`config.mk`:
```
export PLATFORM = sky130hd
export DESIGN_NAME = wrc_top
export DESIGN_NICKNAME = d
export VERILOG_FILES = /design/src/hw/wrc_pkg.sv /design/src/hw/wrc_top.sv /design/src/hw/wrc_sync2.sv /design/src/hw/wrc_fault_delay.sv
export SDC_FILE = /design/constraint.sdc
export NUM_CORES = 1
export LEC_CHECK = 0
export BUFFER_PORTS_ARGS = -buffer_cell sky130_fd_sc_hd__buf_2
export CAP_MARGIN = 20
export CORE_MARGIN = 2
export CORE_UTILIZATION = 53
export CTS_CLUSTER_DIAMETER = 30
export DETAILED_ROUTE_END_ITERATION = 10
export PLACE_DENSITY = 0.76
export SYNTH_ARGS = -nofsm -noshare
export SYNTH_HDL_FRONTEND = slang
export SYNTH_SLANG_ARGS = --single-unit
```
`constraint.sdc`:
```
create_clock -name mclk_i -period 2.4 [get_ports mclk_i]
set_clock_uncertainty 0.2 [all_clocks]
set_input_delay 0.36 -clock mclk_i [delete_from_list [all_inputs] [get_ports mclk_i]]
set_output_delay 0.36 -clock mclk_i [all_outputs]
set_load 0.1 [all_outputs]
```
`src/hw/wrc_pkg.sv`:
```
// Constants for the watchdog and reset-cause controller.
// Functional notes
// - Watchdog overflow resets the device
// - Always-on option: both keys run watchdog
// - Always-on option: bad key resets later
// - Program option: stop key halts, run key runs
// - Program option: bad key resets later
// - Power-on loads the run key
// - Run-mode overflow resets, sets expiry flag
// - Sleep overflow sets flag, resets PC/SP
// - Only reset, clear, sleep clear counter; overflow also clears it here
// - Divide ratios span 2^8 to 2^18
// - Power-on clears the program counter
// - Power-on sets port registers all ones
// - Long low supply resets, sets flag
// - Short low supply dips are ignored
// - Threshold field accepts only four keys
// - Bad threshold resets and restores default
// - Low supply reset delayed, threshold kept
// - Bad threshold flag cleared by zero write
// - Low-voltage flag cleared by zero write
// - Low supply reset off in power-down
// - Control bits six to three read zero
// - Select code orders ratios small to large
// - Bad watchdog key sets key fault flag
package wrc_pkg;
   // ------------------------------------------------------------
   // Register offsets.
   // ------------------------------------------------------------
   localparam logic [2:0] ADDR_WDT_CTRL  = 3'h0;
   localparam logic [2:0] ADDR_SYS_CTRL  = 3'h1;
   localparam logic [2:0] ADDR_THRESH    = 3'h2;
   localparam logic [2:0] ADDR_STATUS    = 3'h3;
   localparam logic [2:0] ADDR_PORT_DATA = 3'h4;
   localparam logic [2:0] ADDR_PORT_DIR  = 3'h5;
   // ------------------------------------------------------------
   // Field positions and reset values.
   // ------------------------------------------------------------
   localparam int          KEY_LSB       = 3;
   localparam int          KEEP_BIT      = 7;
   localparam int          LV_FLAG_BIT   = 2;
   localparam int          THR_FLAG_BIT  = 1;
   localparam int          KEY_FLAG_BIT  = 0;
   localparam int          TO_BIT        = 1;
   localparam int          PDF_BIT       = 0;
   localparam logic [7:0]  WDT_CTRL_POR  = 8'h53;
   localparam logic [4:0]  KEY_RUN       = 5'h0a;
   localparam logic [4:0]  KEY_STOP      = 5'h15;
   localparam logic [7:0]  THRESH_POR    = 8'h55;
   localparam logic [7:0]  THRESH_K1     = 8'h33;
   localparam logic [7:0]  THRESH_K2     = 8'h99;
   localparam logic [7:0]  THRESH_K3     = 8'haa;
   localparam logic [7:0]  PORT_POR      = 8'hff;
   // ------------------------------------------------------------
   // Timing.
   // ------------------------------------------------------------
   localparam int          WDT_CNT_W     = 18;
   localparam int          DIV_LOG2 [8]  = '{8, 10, 12, 14, 15, 16, 17, 18};
   localparam int          FAULT_TICKS   = 2;
   localparam int          MCLK_MHZ      = 125;
   localparam int          LV_MIN_NS     = 1000;
   localparam int          LV_MIN_CYC    = (LV_MIN_NS * MCLK_MHZ + 999) / 1000;
endpackage

```
`src/hw/wrc_top.sv`:
```
// Watchdog timer and reset-cause controller.
//
// The address-and-strobe port and the placing of the registers are this design's own decisions.
`timescale 1ns/1ps
`default_nettype none
module wrc_top
   import wrc_pkg::*;
(
   // Clock and power-on reset.
   input  wire logic       mclk_i,
   input  wire logic       rst_i,
   // Register port.
   input  wire logic [2:0] addr_i,
   input  wire logic [7:0] wdata_i,
   input  wire logic       wr_i,
   input  wire logic       rd_i,
   output var  logic [7:0] rdata_o,
   // Asynchronous pins.
   input  wire logic       slow_osc_i,
   input  wire logic       lowvolt_i,
   input  wire logic       option_always_i,
   // Core events, one-cycle pulses.
   input  wire logic       clear_instr_i,
   input  wire logic       sleep_entry_i,
   input  wire logic       wake_i,
   // Reset outputs and state.
   output var  logic       sys_reset_o,
   output var  logic       pc_sp_reset_o,
   output var  logic       powered_down_o,
   output var  logic [7:0] port_data_o,
   output var  logic [7:0] port_dir_o
);

   // ------------------------------------------------------------
   // Input synchronisation.
   // ------------------------------------------------------------

   logic [2:0] in_sync;     // Synchronised pins.
   logic       slow_prev;   // Previous slow clock level.

   wrc_sync2 #(.W(3)) u_sync
   (
      .mclk_i (mclk_i),
      .rst_i  (rst_i),
      .d_i    ({slow_osc_i, lowvolt_i, option_always_i}),
      .q_o    (in_sync)
   );

   wire slow_s    = in_sync[2];
   wire low_s     = in_sync[1];
   wire always_s  = in_sync[0];
   wire slow_tick = slow_s && !slow_prev;

   // ------------------------------------------------------------
   // State.
   // ------------------------------------------------------------

   logic [7:0]           wdt_ctrl;   // Key and time-out select.
   logic [7:0]           thresh;     // Threshold key register.
   logic [4:0]           key_q;      // Key as seen by the slow ticks.
   logic [7:0]           thr_q;      // Threshold as seen by the ticks.
   logic                 keep;       // Idle system clock keep bit.
   logic                 lv_flag;    // Low-voltage reset cause.
   logic                 thr_flag;   // Bad threshold cause.
   logic                 key_flag;   // Bad watchdog key cause.
   logic                 to_flag;    // Watchdog expiry.
   logic                 pdf;        // Power-down entered.
   logic [WDT_CNT_W-1:0] wdt_cnt;    // Watchdog counter.
   logic [7:0]           low_cnt;    // Low-supply duration.
   logic                 lv_pend;    // Genuine low supply caught.
   logic                 fire_wk;    // Bad key reset request.
   logic                 fire_thr;   // Bad threshold reset request.
   logic                 fire_lv;    // Low supply reset request.

   // ------------------------------------------------------------
   // Decoding.
   // ------------------------------------------------------------

   wire wr_wdt  = wr_i && addr_i == ADDR_WDT_CTRL;
   wire wr_sys  = wr_i && addr_i == ADDR_SYS_CTRL;
   wire wr_thr  = wr_i && addr_i == ADDR_THRESH;
   wire wr_pd   = wr_i && addr_i == ADDR_PORT_DATA;
   wire wr_pr   = wr_i && addr_i == ADDR_PORT_DIR;

   // Either valid key runs the watchdog under the always-on option;
   // under program control only the run key does.
   wire key_ok  = key_q == KEY_RUN || key_q == KEY_STOP;
   wire wdt_run = key_q == KEY_RUN || (always_s && key_q == KEY_STOP);

   // Only four threshold patterns are legal.
   wire thr_ok  = thr_q == THRESH_POR || thr_q == THRESH_K1 ||
                  thr_q == THRESH_K2  || thr_q == THRESH_K3;

   // Select code picks 2^8 up to 2^18 ticks in ascending order.
   wire [WDT_CNT_W-1:0] wdt_limit =
      WDT_CNT_W'((1 << DIV_LOG2[wdt_ctrl[2:0]]) - 1);

   // Overflow on the last tick of the period.
   wire wdt_ovf = slow_tick && wdt_run && wdt_cnt == wdt_limit;

   // The supply must stay low past the minimum; power-down disarms it.
   wire low_long = low_s && !pdf && low_cnt == 8'(LV_MIN_CYC);

   // Any full reset request lands on sys_reset_o one cycle later.
   wire next_full = (wdt_ovf && !powered_down_o) || fire_wk ||
                    fire_thr || fire_lv;

   // Read selection; unmapped offsets read zero.
   wire [7:0] sys_rd  = {keep, 4'h0, lv_flag, thr_flag, key_flag};
   wire [7:0] stat_rd = {6'h0, to_flag, pdf};
   wire [7:0] rd_mux  =
      addr_i == ADDR_WDT_CTRL  ? wdt_ctrl  :
      addr_i == ADDR_SYS_CTRL  ? sys_rd    :
      addr_i == ADDR_THRESH    ? thresh    :
      addr_i == ADDR_STATUS    ? stat_rd   :
      addr_i == ADDR_PORT_DATA ? port_data_o :
      addr_i == ADDR_PORT_DIR  ? port_dir_o  : 8'h00;

   // ------------------------------------------------------------
   // Delayed fault resets.
   // ------------------------------------------------------------

   // Each fault reset waits two to three slow cycles.
   wrc_fault_delay u_wk
   (
      .mclk_i (mclk_i),
      .rst_i  (rst_i),
      .clr_i  (sys_reset_o),
      .tick_i (slow_tick),
      .trig_i (!key_ok),
      .fire_o (fire_wk)
   );

   wrc_fault_delay u_thr
   (
      .mclk_i (mclk_i),
      .rst_i  (rst_i),
      .clr_i  (sys_reset_o),
      .tick_i (slow_tick),
      .trig_i (!thr_ok),
      .fire_o (fire_thr)
   );

   wrc_fault_delay u_lv
   (
      .mclk_i (mclk_i),
      .rst_i  (rst_i),
      .clr_i  (sys_reset_o),
      .tick_i (slow_tick),
      .trig_i (lv_pend),
      .fire_o (fire_lv)
   );

   // ------------------------------------------------------------
   // Slow-domain sampling.
   // ------------------------------------------------------------

   // Keys are sampled only on slow ticks, so a glitch between ticks
   // is never seen as a fault.
   always_ff @(posedge mclk_i)
   begin
      if (rst_i)
      begin
         slow_prev <= 1'b0;
      end
      else
      begin
         slow_prev <= slow_s;
      end
      // A full reset drops the stale samples too; otherwise the old bad key
      // would be caught again at the next tick and fire a second reset.
      if (rst_i || sys_reset_o)
      begin
         key_q <= KEY_RUN;
         thr_q <= THRESH_POR;
      end
      else if (slow_tick)
      begin
         key_q <= wdt_ctrl[7:KEY_LSB];
         thr_q <= thresh;
      end
   end

   // ------------------------------------------------------------
   // Reset outputs.
   // ------------------------------------------------------------

   // Power-on holds the full reset high, which clears the PC.
   always_ff @(posedge mclk_i)
   begin
      if (rst_i)
      begin
         sys_reset_o   <= 1'b1;
         pc_sp_reset_o <= 1'b0;
      end
      else
      begin
         sys_reset_o   <= next_full;
         pc_sp_reset_o <= wdt_ovf && powered_down_o;
      end
   end

   // ------------------------------------------------------------
   // Watchdog counter.
   // ------------------------------------------------------------

   // Reset, the clear instruction, sleep entry and an overflow clear it.
   always_ff @(posedge mclk_i)
   begin
      if (rst_i || sys_reset_o || clear_instr_i || sleep_entry_i || wdt_ovf)
      begin
         wdt_cnt <= '0;
      end
      else if (slow_tick && wdt_run)
      begin
         wdt_cnt <= wdt_cnt + 1'b1;
      end
   end

   // ------------------------------------------------------------
   // Low supply filter.
   // ------------------------------------------------------------

   // The count restarts on every return to good supply, so short
   // dips never accumulate into a reset.
   always_ff @(posedge mclk_i)
   begin
      if (rst_i || sys_reset_o || !low_s || pdf)
      begin
         low_cnt <= 8'h00;
      end
      else if (low_cnt != 8'(LV_MIN_CYC))
      begin
         low_cnt <= low_cnt + 8'h01;
      end
      if (rst_i || sys_reset_o)
      begin
         lv_pend <= 1'b0;
      end
      else if (low_long)
      begin
         lv_pend <= 1'b1;
      end
   end

   // ------------------------------------------------------------
   // Writable registers.
   // ------------------------------------------------------------

   // Any full reset restores the watchdog key and the ports.
   always_ff @(posedge mclk_i)
   begin
      if (rst_i || sys_reset_o)
      begin
         wdt_ctrl    <= WDT_CTRL_POR;
         port_data_o <= PORT_POR;
         port_dir_o  <= PORT_POR;
      end
      else
      begin
         if (wr_wdt)
         begin
            wdt_ctrl <= wdata_i;
         end
         if (wr_pd)
         begin
            port_data_o <= wdata_i;
         end
         if (wr_pr)
         begin
            port_dir_o <= wdata_i;
         end
      end
   end

   // The threshold survives a genuine low-supply reset and is only
   // restored at power-on or when its own key was bad.
   always_ff @(posedge mclk_i)
   begin
      if (rst_i || fire_thr)
      begin
         thresh <= THRESH_POR;
      end
      else if (wr_thr && !sys_reset_o)
      begin
         thresh <= wdata_i;
      end
   end

   // ------------------------------------------------------------
   // Cause flags.
   // ------------------------------------------------------------

   // A set on the same edge as a clearing write wins; a written one
   // leaves a flag as it was.
   always_ff @(posedge mclk_i)
   begin
      if (rst_i)
      begin
         keep     <= 1'b0;
         lv_flag  <= 1'b0;
         thr_flag <= 1'b0;
         key_flag <= 1'b0;
      end
      else
      begin
         if (wr_sys)
         begin
            keep <= wdata_i[KEEP_BIT];
         end
         lv_flag  <= fire_lv  || (lv_flag  && !(wr_sys && !wdata_i[LV_FLAG_BIT]));
         thr_flag <= fire_thr || (thr_flag && !(wr_sys && !wdata_i[THR_FLAG_BIT]));
         key_flag <= fire_wk  || (key_flag && !(wr_sys && !wdata_i[KEY_FLAG_BIT]));
      end
   end

   // ------------------------------------------------------------
   // Status and power-down.
   // ------------------------------------------------------------

   // Expiry is set by any overflow; sleep entry and the clear
   // instruction clear it, but a same-edge overflow wins.
   always_ff @(posedge mclk_i)
   begin
      if (rst_i)
      begin
         to_flag        <= 1'b0;
         pdf            <= 1'b0;
         powered_down_o <= 1'b0;
         rdata_o        <= 8'h00;
      end
      else
      begin
         to_flag <= wdt_ovf || (to_flag && !clear_instr_i && !sleep_entry_i);
         pdf     <= sleep_entry_i || (pdf && !clear_instr_i);
         // Overflow in sleep wakes the core with PC and SP cleared.
         powered_down_o <= sleep_entry_i ||
                           (powered_down_o && !wake_i && !wdt_ovf && !sys_reset_o);
         rdata_o <= rd_i ? rd_mux : 8'h00;
      end
   end
endmodule
`default_nettype wire

```
`src/hw/wrc_sync2.sv`:
```
// Two-flop synchroniser for asynchronous level inputs.
`timescale 1ns/1ps
`default_nettype none
module wrc_sync2
#(
   parameter int W = 1
)
(
   // Clock and reset.
   input  wire logic         mclk_i,
   input  wire logic         rst_i,
   // Asynchronous levels in, synchronised levels out.
   input  wire logic [W-1:0] d_i,
   output var  logic [W-1:0] q_o
);
   logic [W-1:0] meta;   // First stage, read only by the second.

   // The first stage may go metastable; only q_o is used downstream.
   always_ff @(posedge mclk_i)
   begin
      if (rst_i)
      begin
         meta <= '0;
         q_o  <= '0;
      end
      else
      begin
         meta <= d_i;
         q_o  <= meta;
      end
   end
endmodule
`default_nettype wire

```
`src/hw/wrc_fault_delay.sv`:
```
// Delays a fault into a reset by a fixed count of slow ticks.
`timescale 1ns/1ps
`default_nettype none
module wrc_fault_delay
   import wrc_pkg::*;
(
   // Clock and reset.
   input  wire logic mclk_i,
   input  wire logic rst_i,
   // Clear on a full device reset.
   input  wire logic clr_i,
   // Slow oscillator tick and fault level.
   input  wire logic tick_i,
   input  wire logic trig_i,
   // One-cycle reset request.
   output var  logic fire_o
);
   logic [1:0] cnt;   // Ticks seen since the fault was caught.

   // A fault caught at one tick fires at the second tick after it, so the
   // reset follows the fault by two to three slow cycles.
   always_ff @(posedge mclk_i)
   begin
      if (rst_i || clr_i)
      begin
         cnt    <= 2'h0;
         fire_o <= 1'b0;
      end
      else
      begin
         fire_o <= tick_i && (cnt == 2'(FAULT_TICKS));
         if (tick_i && (trig_i || cnt != 2'h0) && cnt != 2'(FAULT_TICKS))
         begin
            cnt <= cnt + 2'h1;
         end
      end
   end
endmodule
`default_nettype wire

```
# == Word level (Yosys, flattened, before mapping) ==
# Memories as Yosys holds them, arrays and structs flattened.
# Cells that the tools add are included.
# totals
ff_bits,105
romBits,256
input_bits,21
out_inout_bits,27
memories,1
# op_classes
n_addsub,6
n_lt_le_gt_ge,1
n_eq_ne,20
shift,1
n_mux,8
bitwise_logic,2
n_reduce_logical,81
# memory_table
memory,words,width,rd,rd_ports_with_merged_regs,write_ports,line_no,rtl
(name not given),8,32,1,0,0,wrc_top.sv:96,WDT_CNT_W'((1 << DIV_LOG2[wdt_ctrl[2:0]]) - 1);
# ops
op,count
$mux W32,2
$mux W8,6
$logic_and A1 B1 Y1,35
$shl A1 B32 Y18 const A,1
$logic_or A1 B1 Y1,24
$add A18 B1 Y18 const B,1
$eq A18 B18 Y1,1
$sub A18 B2 Y18 const B,1
$logic_not A1 Y1,17
$eq A8 B7 Y1 const B,2
$eq A8 B8 Y1 const B,2
$add A8 B1 Y8 const B,1
$eq A8 B6 Y1 const B,1
$ne A8 B7 Y1 const B,1
$add A2 B1 Y2 const B,3
$eq A2 B2 Y1 const B,3
$eq A3 B2 Y1 const B,2
$eq A3 B3 Y1 const B,2
$ne A2 B2 Y1 const B,3
$reduce_bool A2 Y1,3
$eq A5 B4 Y1 const B,1
$eq A5 B5 Y1 const B,1
$ge A4 B4 Y1 const B,1
$not A3 Y4,1
other kinds (4),4

# == Depth between registers and ports, before layout ==
# Gate-level depths: netlist (run 1).
# logic_depth
word_depth,12
depth_mapped,10
ltp_nobuf,7

# == Hierarchy ==
# Synthesis (run 1) repeated with hierarchy kept, for this count alone.
# hier_totals
hier_cells,564
area_unflattened_um2,4817.1
# by_module_without_submodules
mod,n_inst,cells_per_inst,area_per_inst_um2,seq_area_each_um2
wrc_top,1,501,4179.0,1801.7
wrc_fault_delay,3,17,160.2,60.1
wrc_sync2,1,12,157.7,120.1

# == Worst setup path before layout (run 1) ==
# OpenSTA, ideal clock, no wires.
# synth_timing
path_type,register -> register
from,register wdt_ctrl[1]
to,register wdt_cnt[10]
setup_time_ns,0.132
arrival_time_ns,2.222
setup_slack_ns,-0.154
path_stages_with_launch,11
synth_period_minus_slack_ns,2.554
path_cell_list,dfxtp_1 -> clkbuf_1 -> inv_1 -> ha_1 -> nor3b_1 -> mux2_2 -> a211oi_1 -> and4_1 -> buf_4 -> buf_4 -> nor3_1
# synth_between
elab_chain_len,9
# synth_lines
element,line_no,rtl
"start, declared",wrc_top.sv:58,logic [7:0] wdt_ctrl;
"start signal, assigned",wrc_top.sv:263,wdt_ctrl <= wdata_i;
$not A3 Y4 (not written as such),wrc_top.sv:96,
$mem_v2 Z8 W32,n/a,
$mux W32 (not written as such) (2 in a row),wrc_top.sv:96,
$shl A1 B32 Y18,wrc_top.sv:96,
$sub A18 B2 Y18,wrc_top.sv:96,
$eq A18 B18 Y1,wrc_top.sv:99,wire wdt_ovf = slow_tick && wdt_run && wdt_cnt == wdt_limit;
$logic_and A1 B1 Y1,wrc_top.sv:99,
$logic_or A1 B1 Y1,wrc_top.sv:210,if (rst_i || sys_reset_o || clear_instr_i || sleep_entry_i || wdt_ovf)
"end signal, assigned",wrc_top.sv:216,wdt_cnt <= wdt_cnt + 1'b1;
"end, declared",wrc_top.sv:68,logic [WDT_CNT_W-1:0] wdt_cnt;
# Every way passes these cells. The select of a mux whose other input is x is not followed.
# A chain may end at the register's enable or synchronous reset.

# == Final worst setup path (run 1) ==
# layout_timing
from,register wdt_ctrl[1]
to,register powered_down_o
# layout_between
elab_chain_len,12
# layout_lines
element,line_no,rtl
$not A3 Y4 (not written as such),wrc_top.sv:96,
$mem_v2 Z8 W32,n/a,
$mux W32 (not written as such) (2 in a row),wrc_top.sv:96,
$shl A1 B32 Y18,wrc_top.sv:96,
$sub A18 B2 Y18,wrc_top.sv:96,
$eq A18 B18 Y1,wrc_top.sv:99,
$logic_and A1 B1 Y1,wrc_top.sv:99,
$logic_not A1 Y1,wrc_top.sv:338,(powered_down_o && !wake_i && !wdt_ovf && !sys_reset_o);
$logic_and A1 B1 Y1 (2 in a row),wrc_top.sv:338,
$logic_or A1 B1 Y1,wrc_top.sv:337,powered_down_o <= sleep_entry_i ||
"end signal, assigned",wrc_top.sv:337,
"end, declared",wrc_top.sv:29,"output var logic powered_down_o,"
# Every way passes these cells. The select of a mux whose other input is x is not followed.

==> run summary, run 1 <==
The initialized floorplan defines 35 standard-cell rows. The share of the clock period used by the worst path after layout is 99.9%, and the number of cell instances on the worst register-to-register path is 7. Of all flip-flops after synthesis, the portion carrying an async set or reset was 0%. The initial antenna violation count came out at 0. The tools report the capture instance of the worst register-to-register path as powered_down_o$_SDFF_PP0_. The final HPWL from detailed placement came out at 8.33 mm. Measured along the x axis, the die boundary spans 100 µm.

Setup repair after global routing could not meet its margin everywhere. During synthesis, Yosys emitted a total of 0 warnings. The clock latency on the worst-skew pair came out at 380 ps.

End point of the worst hold path: u_sync.meta[1]$_SDFF_PP0_. Compared with the post-synthesis result, the final layout area differs by 14.1%. The run finished with clean final reports. The layer carrying the most global-route usage was met2. The proportion of layout cells with a drive suffix above 1 was 18.0%. For this design the top-level I/O count stands at 48. The tightest min-delay check is of the primary input to flip-flop type. The via count of the first global-routing pass came out at 4083. For the count of mapped cells out of synthesis, the log shows 562. The worst-path cell with the longest stage delay was or4b_4.

The finished layout holds 722 standard cells, fillers aside. In the global route stage, met2 resource usage came out at 41.5%. The run gives 0.00213 µW as the leakage power of the design. The average instance in the mapped netlist occupies 8.74 µm². The max capacitance violation total is 0. In the global route stage, met3 resource usage came out at 5.78%.

The full die area is 10000 µm². At the worst endpoint, the required time is 2470 ps. On the worst path, the slowest cell contributes a delay of 520 ps.

Traced cell by cell, the critical path runs through inv_2, ha_4, and4bb_2, o211ai_1, or4b_4, nor4_4, o41ai_2. The library cell used most frequently in the layout, excluding fill and tap cells, is dfxtp_1. After the first detailed-routing iteration, the DRC count stood at 198.

TritonCTS built the clock tree. The transition time at the pin with the least slew margin came out at 676 ps. The maximum clock rate came out at 417 MHz. In this run the vertical extent of the chip is 100 µm. The total overflow left after global routing is 0. For the first-pass GRT wire length, the log shows 19.3 mm. The clock drives 105 sinks. In the layout the commonest cells are 103 x dfxtp_1, 89 x nand2_1, 47 x buf_2. The startpoint of the most critical register-to-register path was wdt_ctrl[1]$_SDFFE_PP1P_. Main flop type after synthesis: dfxtp_1. The number of pins exceeding their max-slew limit in the final report came out at 0. Overall power consumption after layout is estimated at 3220 µW. Measured against its own limit, the worst slew margin works out to 54.8%. The largest driver fanout on the critical path is 4, and the number of setup violations in the final report is 0.

For the number of library cell types mapped by synthesis, the log shows 62. For this configuration, the core starts out at a cell density of 53.9%. The routed design has 11.5 mm of wire. Critical setup path kind: flip-flop to flip-flop.

The run gives 0 as the number of nets still failing antenna checks after routing. The fraction of the core area covered by cells at the end of the flow was 61.5%; the number of port buffers was 47. Counting tap cells, the placed design contains a total of 702 instances. The hold violation total from the final report was 0; the part of the Yosys area used for sequential elements was 42.8%. Final hold analysis gives a worst-case slack of 0.290 ps. The logs give 23.8% for the total routing resource utilization after global routing and 2 for the maximum count of clock buffers along a single path. In this run the register-to-register setup slack is 3 ps. For this run, the post-layout net count is 638. The number of flops mapped to enable cells by yosys is 0.

The tree is rooted in a clkbuf_8. The tools report the detailed-route DRC error count as 0. The number of antenna repair diodes was 0. The tools report the origin of the worst min-delay path as lowvolt_i. The total area inside the core boundary comes to 9110 µm². The worst setup path is launched from a flip-flop.

The sequential cells in the finished layout cover a total of 2100 µm². The power density normalized to cell area works out to 574 nW/µm². The final weighted congestion in routability-driven placement was 0.949; the post-detailed-route via-to-cell ratio was 5.82. The number of detailed-routing iterations run before antenna repair is 4, and the wire length per cell after detailed routing is 15.9 µm.

The synthesized design contains 105 register bits. The logs give 0.000462 V for the largest vdd supply drop and 2690 µm² for the multi-input gate area in the final layout. Endpoint type of the worst setup path: a flip-flop.

Summing over every cut layer, the via total after detailed routing is 4203. The met1 layer usage reported by global route was 29.0%. The CTS clock-pin slew for the worst setup and hold paths is 110 ps, and the mapped cell area is 4910 µm². Entering global routing, the biggest net connects 32 pins. Counting the fill cells in the layout gives 801.

The clock period could shrink to 2400 ps. CTS built an H-tree with a depth of 3. The worst hold path was traced through 2 stages. For the worst setup path, the data arrival time is 2460 ps. Counting the buffers created by CTS gives 9.
## critical path: cells and delay by family (launching register included)
kind            cells  cell delay (ps)
buf+inv             1               60
flops               1              350
simple gates        3             1050
compound gates      2              380
fa+ha+maj           1              250
## layout make-up
cell class / instances / area share (%)
repair buffers: 66 / 7.10
clock buffers: 9 / 2.21
flip-flops and latches: 105 / 37.6
well taps: 111 / 2.48
clock inverters: 7 / 1.59
inverters: 16 / 1.12
multi-input cells: 408 / 47.9
## timing repair
action | CTS | global route
pin swaps | 1 | 5
hold endpoints to repair | 3 | 0
buffers inserted | 0 | 1
gates resized for setup | 3 | 8
endpoints found under the setup margin | 1 | 19
hold buffers | 3 | 0
## worst max path at each step
stage | slack [ps] | startpoint | cells past startpoint | to
2_1_floorplan | 30 | wdt_ctrl[1]$_SDFFE_PP1P_ | 8 | powered_down_o$_SDFF_PP0_
3_3_place_gp | 80 | wdt_ctrl[0]$_SDFFE_PP1P_ | 7 | powered_down_o$_SDFF_PP0_
3_5_place_dp | -50 | wdt_ctrl[1]$_SDFFE_PP1P_ | 7 | powered_down_o$_SDFF_PP0_
4_1_cts | 40 | wdt_ctrl[0]$_SDFFE_PP1P_ | 7 | powered_down_o$_SDFF_PP0_
5_1_grt | -80 | wdt_ctrl[1]$_SDFFE_PP1P_ | 7 | powered_down_o$_SDFF_PP0_
6_report | 3 | wdt_ctrl[1]$_SDFFE_PP1P_ | 7 | powered_down_o$_SDFF_PP0_
## state kept, by name, indices dropped and copies added, names as in the netlist, 2 cells and up
register	flops
wdt_ctrl	8
u_wk.cnt	2
port_data_o	8
u_sync.q_o	3
thresh	8
thr_q	8
u_sync.meta	3
u_thr.cnt	2
low_cnt	8
wdt_cnt	18
rdata_o	8
port_dir_o	8
u_lv.cnt	2
key_q	5
## cell usage after synthesis, types with 4 or more instances
| cell type | number | share of area [%] |
|---|---|---|
| dfxtp_1 | 105 | 43 |
| nand2_1 | 89 | 6.8 |
| nand3_1 | 37 | 3.8 |
| nor2_1 | 34 | 2.6 |
| mux2i_1 | 33 | 6.7 |
| clkbuf_1 | 24 | 1.8 |
| a21oi_1 | 22 | 2.2 |
| nor3_1 | 18 | 1.8 |
| xnor2_1 | 18 | 3.2 |
| inv_1 | 16 | 1.2 |
| and3_1 | 14 | 1.8 |
| nor2b_1 | 12 | 1.5 |
| a211oi_1 | 11 | 1.7 |
| ha_1 | 11 | 2.8 |
| o211ai_1 | 10 | 1.5 |
| o21ai_0 | 10 | 1.0 |
| nand4_1 | 9 | 1.1 |
| nand2b_1 | 6 | 0.76 |
| a2111oi_2 | 5 | 1.5 |
| buf_2 | 5 | 0.51 |
| xor2_1 | 5 | 0.89 |
| o31ai_1 | 4 | 0.61 |
| o32a_1 | 4 | 0.82 |
## layer usage
metal | vias to the layer above | wire length (µm)
li1 | 2077 | -
met5 | - | 0
met3 | 17 | 590
met2 | 94 | 5870
met4 | 0 | 169
met1 | 2015 | 4840
## logic make-up (layout without fill, tap and decap cells)
group	Yosys count	after routing	synth area share, %
mux	34	34	6.96
xor+xnor	23	23	4.10
simple gates	251	251	25.7
compound gates	87	87	13.2
fa+ha+maj	11	11	2.80
other cells	1	2	0.0764
buf+inv	50	98	4.33
flops	105	105	42.8
## metrics by stage
step / cell area (µm²) / TNS [ps] / setup WS [ps]
final: 5600 / 0 / 3.36
after global routing: 5600 / -445 / -79.3
after CTS: 5560 / 0 / 40.0
after detailed placement: 5300 / -54.7 / -54.7
after global placement: 5300 / 0 / 77.4
after floorplan: 4950 / 0 / 32.3
## where the power goes
| part | switching (µW) | internal, µW | total, µW |
|---|---|---|---|
| registers | 16.5 | 1770 | 1780 |
| logic | 208 | 83.1 | 291 |
| clock network | 713 | 431 | 1140 |
Power figures use the tool's default switching activity.
==> run 2, diff against run 1 <==
--- a/config.mk
+++ b/config.mk
@@ -5,6 +5,7 @@
 export SDC_FILE = /design/constraint.sdc
 export NUM_CORES = 1
 export LEC_CHECK = 0
+export ABC_AREA = 1
 export BUFFER_PORTS_ARGS = -buffer_cell sky130_fd_sc_hd__buf_2
 export CAP_MARGIN = 20
 export CORE_MARGIN = 2
==> run summary, run 2 <==
The tools report the normalized max-slew margin as 55.1%. The number of pins exceeding their max-slew limit in the final report is 0. Top-level port count: 48. The total negative slack is 0 ps, and the largest net degree at the start of global routing is 41. In this run the power density over the cells is 575 nW/µm².

The startpoint identified for the worst register-to-register timing path is wdt_ctrl[1]$_SDFFE_PP1P_. The first global-routing pass estimated 19.3 mm of wire. The H-tree was split into 3 levels. Final HPWL from detailed placement: 8.86 mm. In the routed design, unresolved DRC markers number 0.

The core area is 9110 µm². The run finished with clean final reports. The root cell of the clock tree was clkbuf_8.

The largest driver fanout on the critical path came out at 17. The floorplan step defined a die boundary enclosing 10000 µm². The share of total power dissipated in combinational logic is 9.4%. The analysis attributes to cell leakage a power of 0.00227 µW. The net load switching power came out at 911 µW. The synthesized netlist devotes 13.5% of its cell area to compound gates. The register with the most flip-flops in the layout has 18 of them.

The Yosys step of the flow raised 0 warnings. Time the worst path needs with I/O delays and setup: 2190 ps. Synthesis produced 681 cells. The pre-antenna-repair detailed-routing pass consisted of 5 iterations. The logs give 0 for the hold violation total from the final report and 0 for the aggregate global routing overflow. Final hold analysis gives a worst-case slack of 38.9 ps. The worst-path cell with the longest stage delay was dfxtp_1. The number of flops mapped to enable cells by yosys is 0, and the die boundary height is 100 µm. The detailed-route wire length was 11.6 mm; the total routing resource utilization after global routing was 24.2%.

The TritonCTS sink count was 105. Measured against the total synthesized area, the mux share comes to 0%. Clock-pin slew was measured on the worst setup and hold paths at 110 ps.

The top cell types in the final layout, fill and taps aside, are 166 x nand2_1, 105 x dfxtp_1, 94 x inv_1. By area, the combinational part of the netlist is dominated by simple AND/OR/NAND/NOR gates. Data on the critical path is required at its endpoint by 2470 ps. The most critical setup path has its startpoint at wdt_ctrl[1]$_SDFFE_PP1P_.

Among all flip-flop cells after synthesis, the most frequent one is dfxtp_1. The number of antenna repair diodes was 0; the area growth from synthesis to layout was 12.6%. By instance count, the leading cell after synthesis is nand2_1.

The switching share of power was 28.8%. For the worst setup path, the data arrival time is 2260 ps. The library cell used most frequently in the layout, excluding fill and tap cells, is nand2_1. In this run, the number of DRC markers left after iteration 0 of detailed routing was 211. After layout, the worst path uses 91.3% of the clock period. By count the netlist is led by 166 x nand2_1, 105 x dfxtp_1, 94 x inv_1. STA classifies the critical path endpoint as a flip-flop. Fraction of the core area covered by cells at the end of the flow: 60.4%.

Max-cap violations in this run came to 0. TritonCTS built the clock tree. For the pin with the worst max-slew slack, the measured transition is 669 ps. The min-delay analysis places its worst path in the category primary input to flip-flop. The initial antenna violation count came out at 0. The total internal power is 2250 µW, and the overall via count from detail_route is 4545. The share of the Yosys chip area taken by registers is 43.0%. After synthesis, the share of flip-flops with an asynchronous set or reset is 0%. Cells with a size suffix above 1 make up 13.2% of the layout. At the later pin of the worst-skew pair, clock insertion delay measures 380 ps. The register with the most flip-flops was wdt_cnt. The worst hold path begins at wdata_i[5]. The clock share of power was 34.1%; the final layout net count was 772. Traced cell by cell, the critical path runs through inv_1, ha_1, nand2_4, nor2_4, nand2_1, nand2_1, nand2_1, nand2_1, nand2_1, nor2_2, nand3_4, nand2_8, a21oi_1.

The number of core rows is 35. Largest vdd supply drop: 0.000406 V. The parity-gate share of the synthesized area counting xor and xnor cells came out at 1.61%. The critical setup path kind was flip-flop to flip-flop.

The dominant cell type by count on the critical path was nand2_1. Setup repair after global routing left no endpoint under its margin. The mapped cell area was 4890 µm².

For this configuration, the core starts out at a cell density of 53.6%. After detailed routing, the average wire length per cell comes to 13.6 µm. For the via count of the first global-routing pass, the log shows 4293. On the worst path, the slowest cell contributes a delay of 410 ps. The tools report the startpoint class of the critical path as a flip-flop.

The maximum count of clock buffers along a single path came out at 2. Synthesis inferred 105 register bits. The run gives 56.5% as the sequential share of power. The synthesized netlist devotes 30.0% of its cell area to simple gates. For the overall power after layout, the log shows 3160 µW. Counting distinct cell types in the post-synthesis netlist gives 37. By area the synthesized netlist is led by dfxtp_1 43%, nand2_1 13%, inv_1 7.2%, a21oi_1 5.1%, nand3_1 4.9%. Summed over its instances, the top area cell type makes up 43.0% of the synthesized netlist area.

Number of port buffers: 47. Dividing the synthesized area by the synthesized cell count gives 7.17 µm². The post-detailed-route via-to-cell ratio came out at 5.31. The number of nets still failing antenna checks after routing was 0; the number of setup violations in the final report was 0. Of the total synthesized cell area, the portion taken by full adders, half adders and majority gates is 2.82%. The congestion estimate from routability-driven global placement came to 0.930. From left edge to right edge, the die measures 100 µm. The synthesized design spends more area on one cell type than any other, namely dfxtp_1. The logs give 456 MHz for the maximum clock rate and 9 for the TritonCTS buffer count.
==> run 2: changes by cell type after synthesis, sizes merged, moves of 14 or more <==
cell / previous run / this run
mux2i: 33 / 0
o21ai: 10 / 34
nand2: 89 / 168
a21oi: 22 / 55
nor2: 34 / 70
and3: 14 / 0
inv: 16 / 98
clkbuf: 24 / 9
xnor2: 18 / 2
==> run 2: layout make-up <==
class / instances / area, µm²
Fill cell: 845 / 3610
Multi-Input combinational cell: 466 / 2350
Sequential cell: 105 / 2100
Inverter: 98 / 368
Timing Repair Buffer: 60 / 340
Tap cell: 111 / 139
Clock buffer: 9 / 124
Clock inverter: 7 / 75.1
==> run 2: per-stage QoR <==
step | instances | setup WS [ps] | instance area, µm²
5_1_grt | 856 | 23.1 | 5500
3_3_place_gp | 837 | 258 | 5270
6_report | 856 | 208 | 5500
3_5_place_dp | 837 | 146 | 5270
2_1_floorplan | 682 | 324 | 4890
4_1_cts | 856 | 120 | 5490
==> run 2: metal layers <==
layer	part of all wire (%)	vias to the layer above	track usage, %
li1	-	2319	-
met1	44	2095	30.6
met2	48	112	40.8
met3	5.3	19	5.22
met4	2.0	0	8.75
met5	0	-	0
==> run 2: cells by family (layout without fill, tap and decap cells) <==
logic type,after synthesis,count (layout)
simple gates,328,328
compound gates,116,116
buf+inv,111,174
flops,105,105
fa+ha+maj,11,11
xor+xnor,9,9
other cells,1,2
==> run 2: repair_timing <==
item | 4_1_cts | 5_1_grt
gates resized for setup | 0 | 1
setup endpoints to repair | 0 | 14
endpoints found under the hold margin | 3 | 0
hold buffers | 3 | 0
buffers inserted | 0 | 0
==> run 2: path summary, 6_finish.rpt <==
check	to	slack, ps	depth (start not counted)
min	port_dir_o[5]$_SDFFE_PP1P_	40	3
max	wdt_cnt[4]$_SDFFE_PP0P_	210	13
max reg2reg	wdt_cnt[4]$_SDFFE_PP0P_	210	13
min reg2reg	u_sync.q_o[1]$_SDFF_PP0_	210	2
==> run 2: power by group through the flow <==
stage | Clock, µW | Sequential [µW] | Combinational [µW]
final | 1080 | 1790 | 298
after global routing | 1170 | 1790 | 325
after CTS | 1110 | 1790 | 295
after detailed placement | 0 | 1830 | 291
after global placement | 0 | 1830 | 288
after floorplan | 0 | 1910 | 128
==> run 2: critical path: cells and delay by family (launching register included) <==
family | cells | cell delay [ps]
buffers and inverters | 1 | 80
DFF | 1 | 410
and+or+nand+nor | 10 | 970
AOI/OAI and AO/OA | 1 | 60
adders and majority gates | 1 | 340
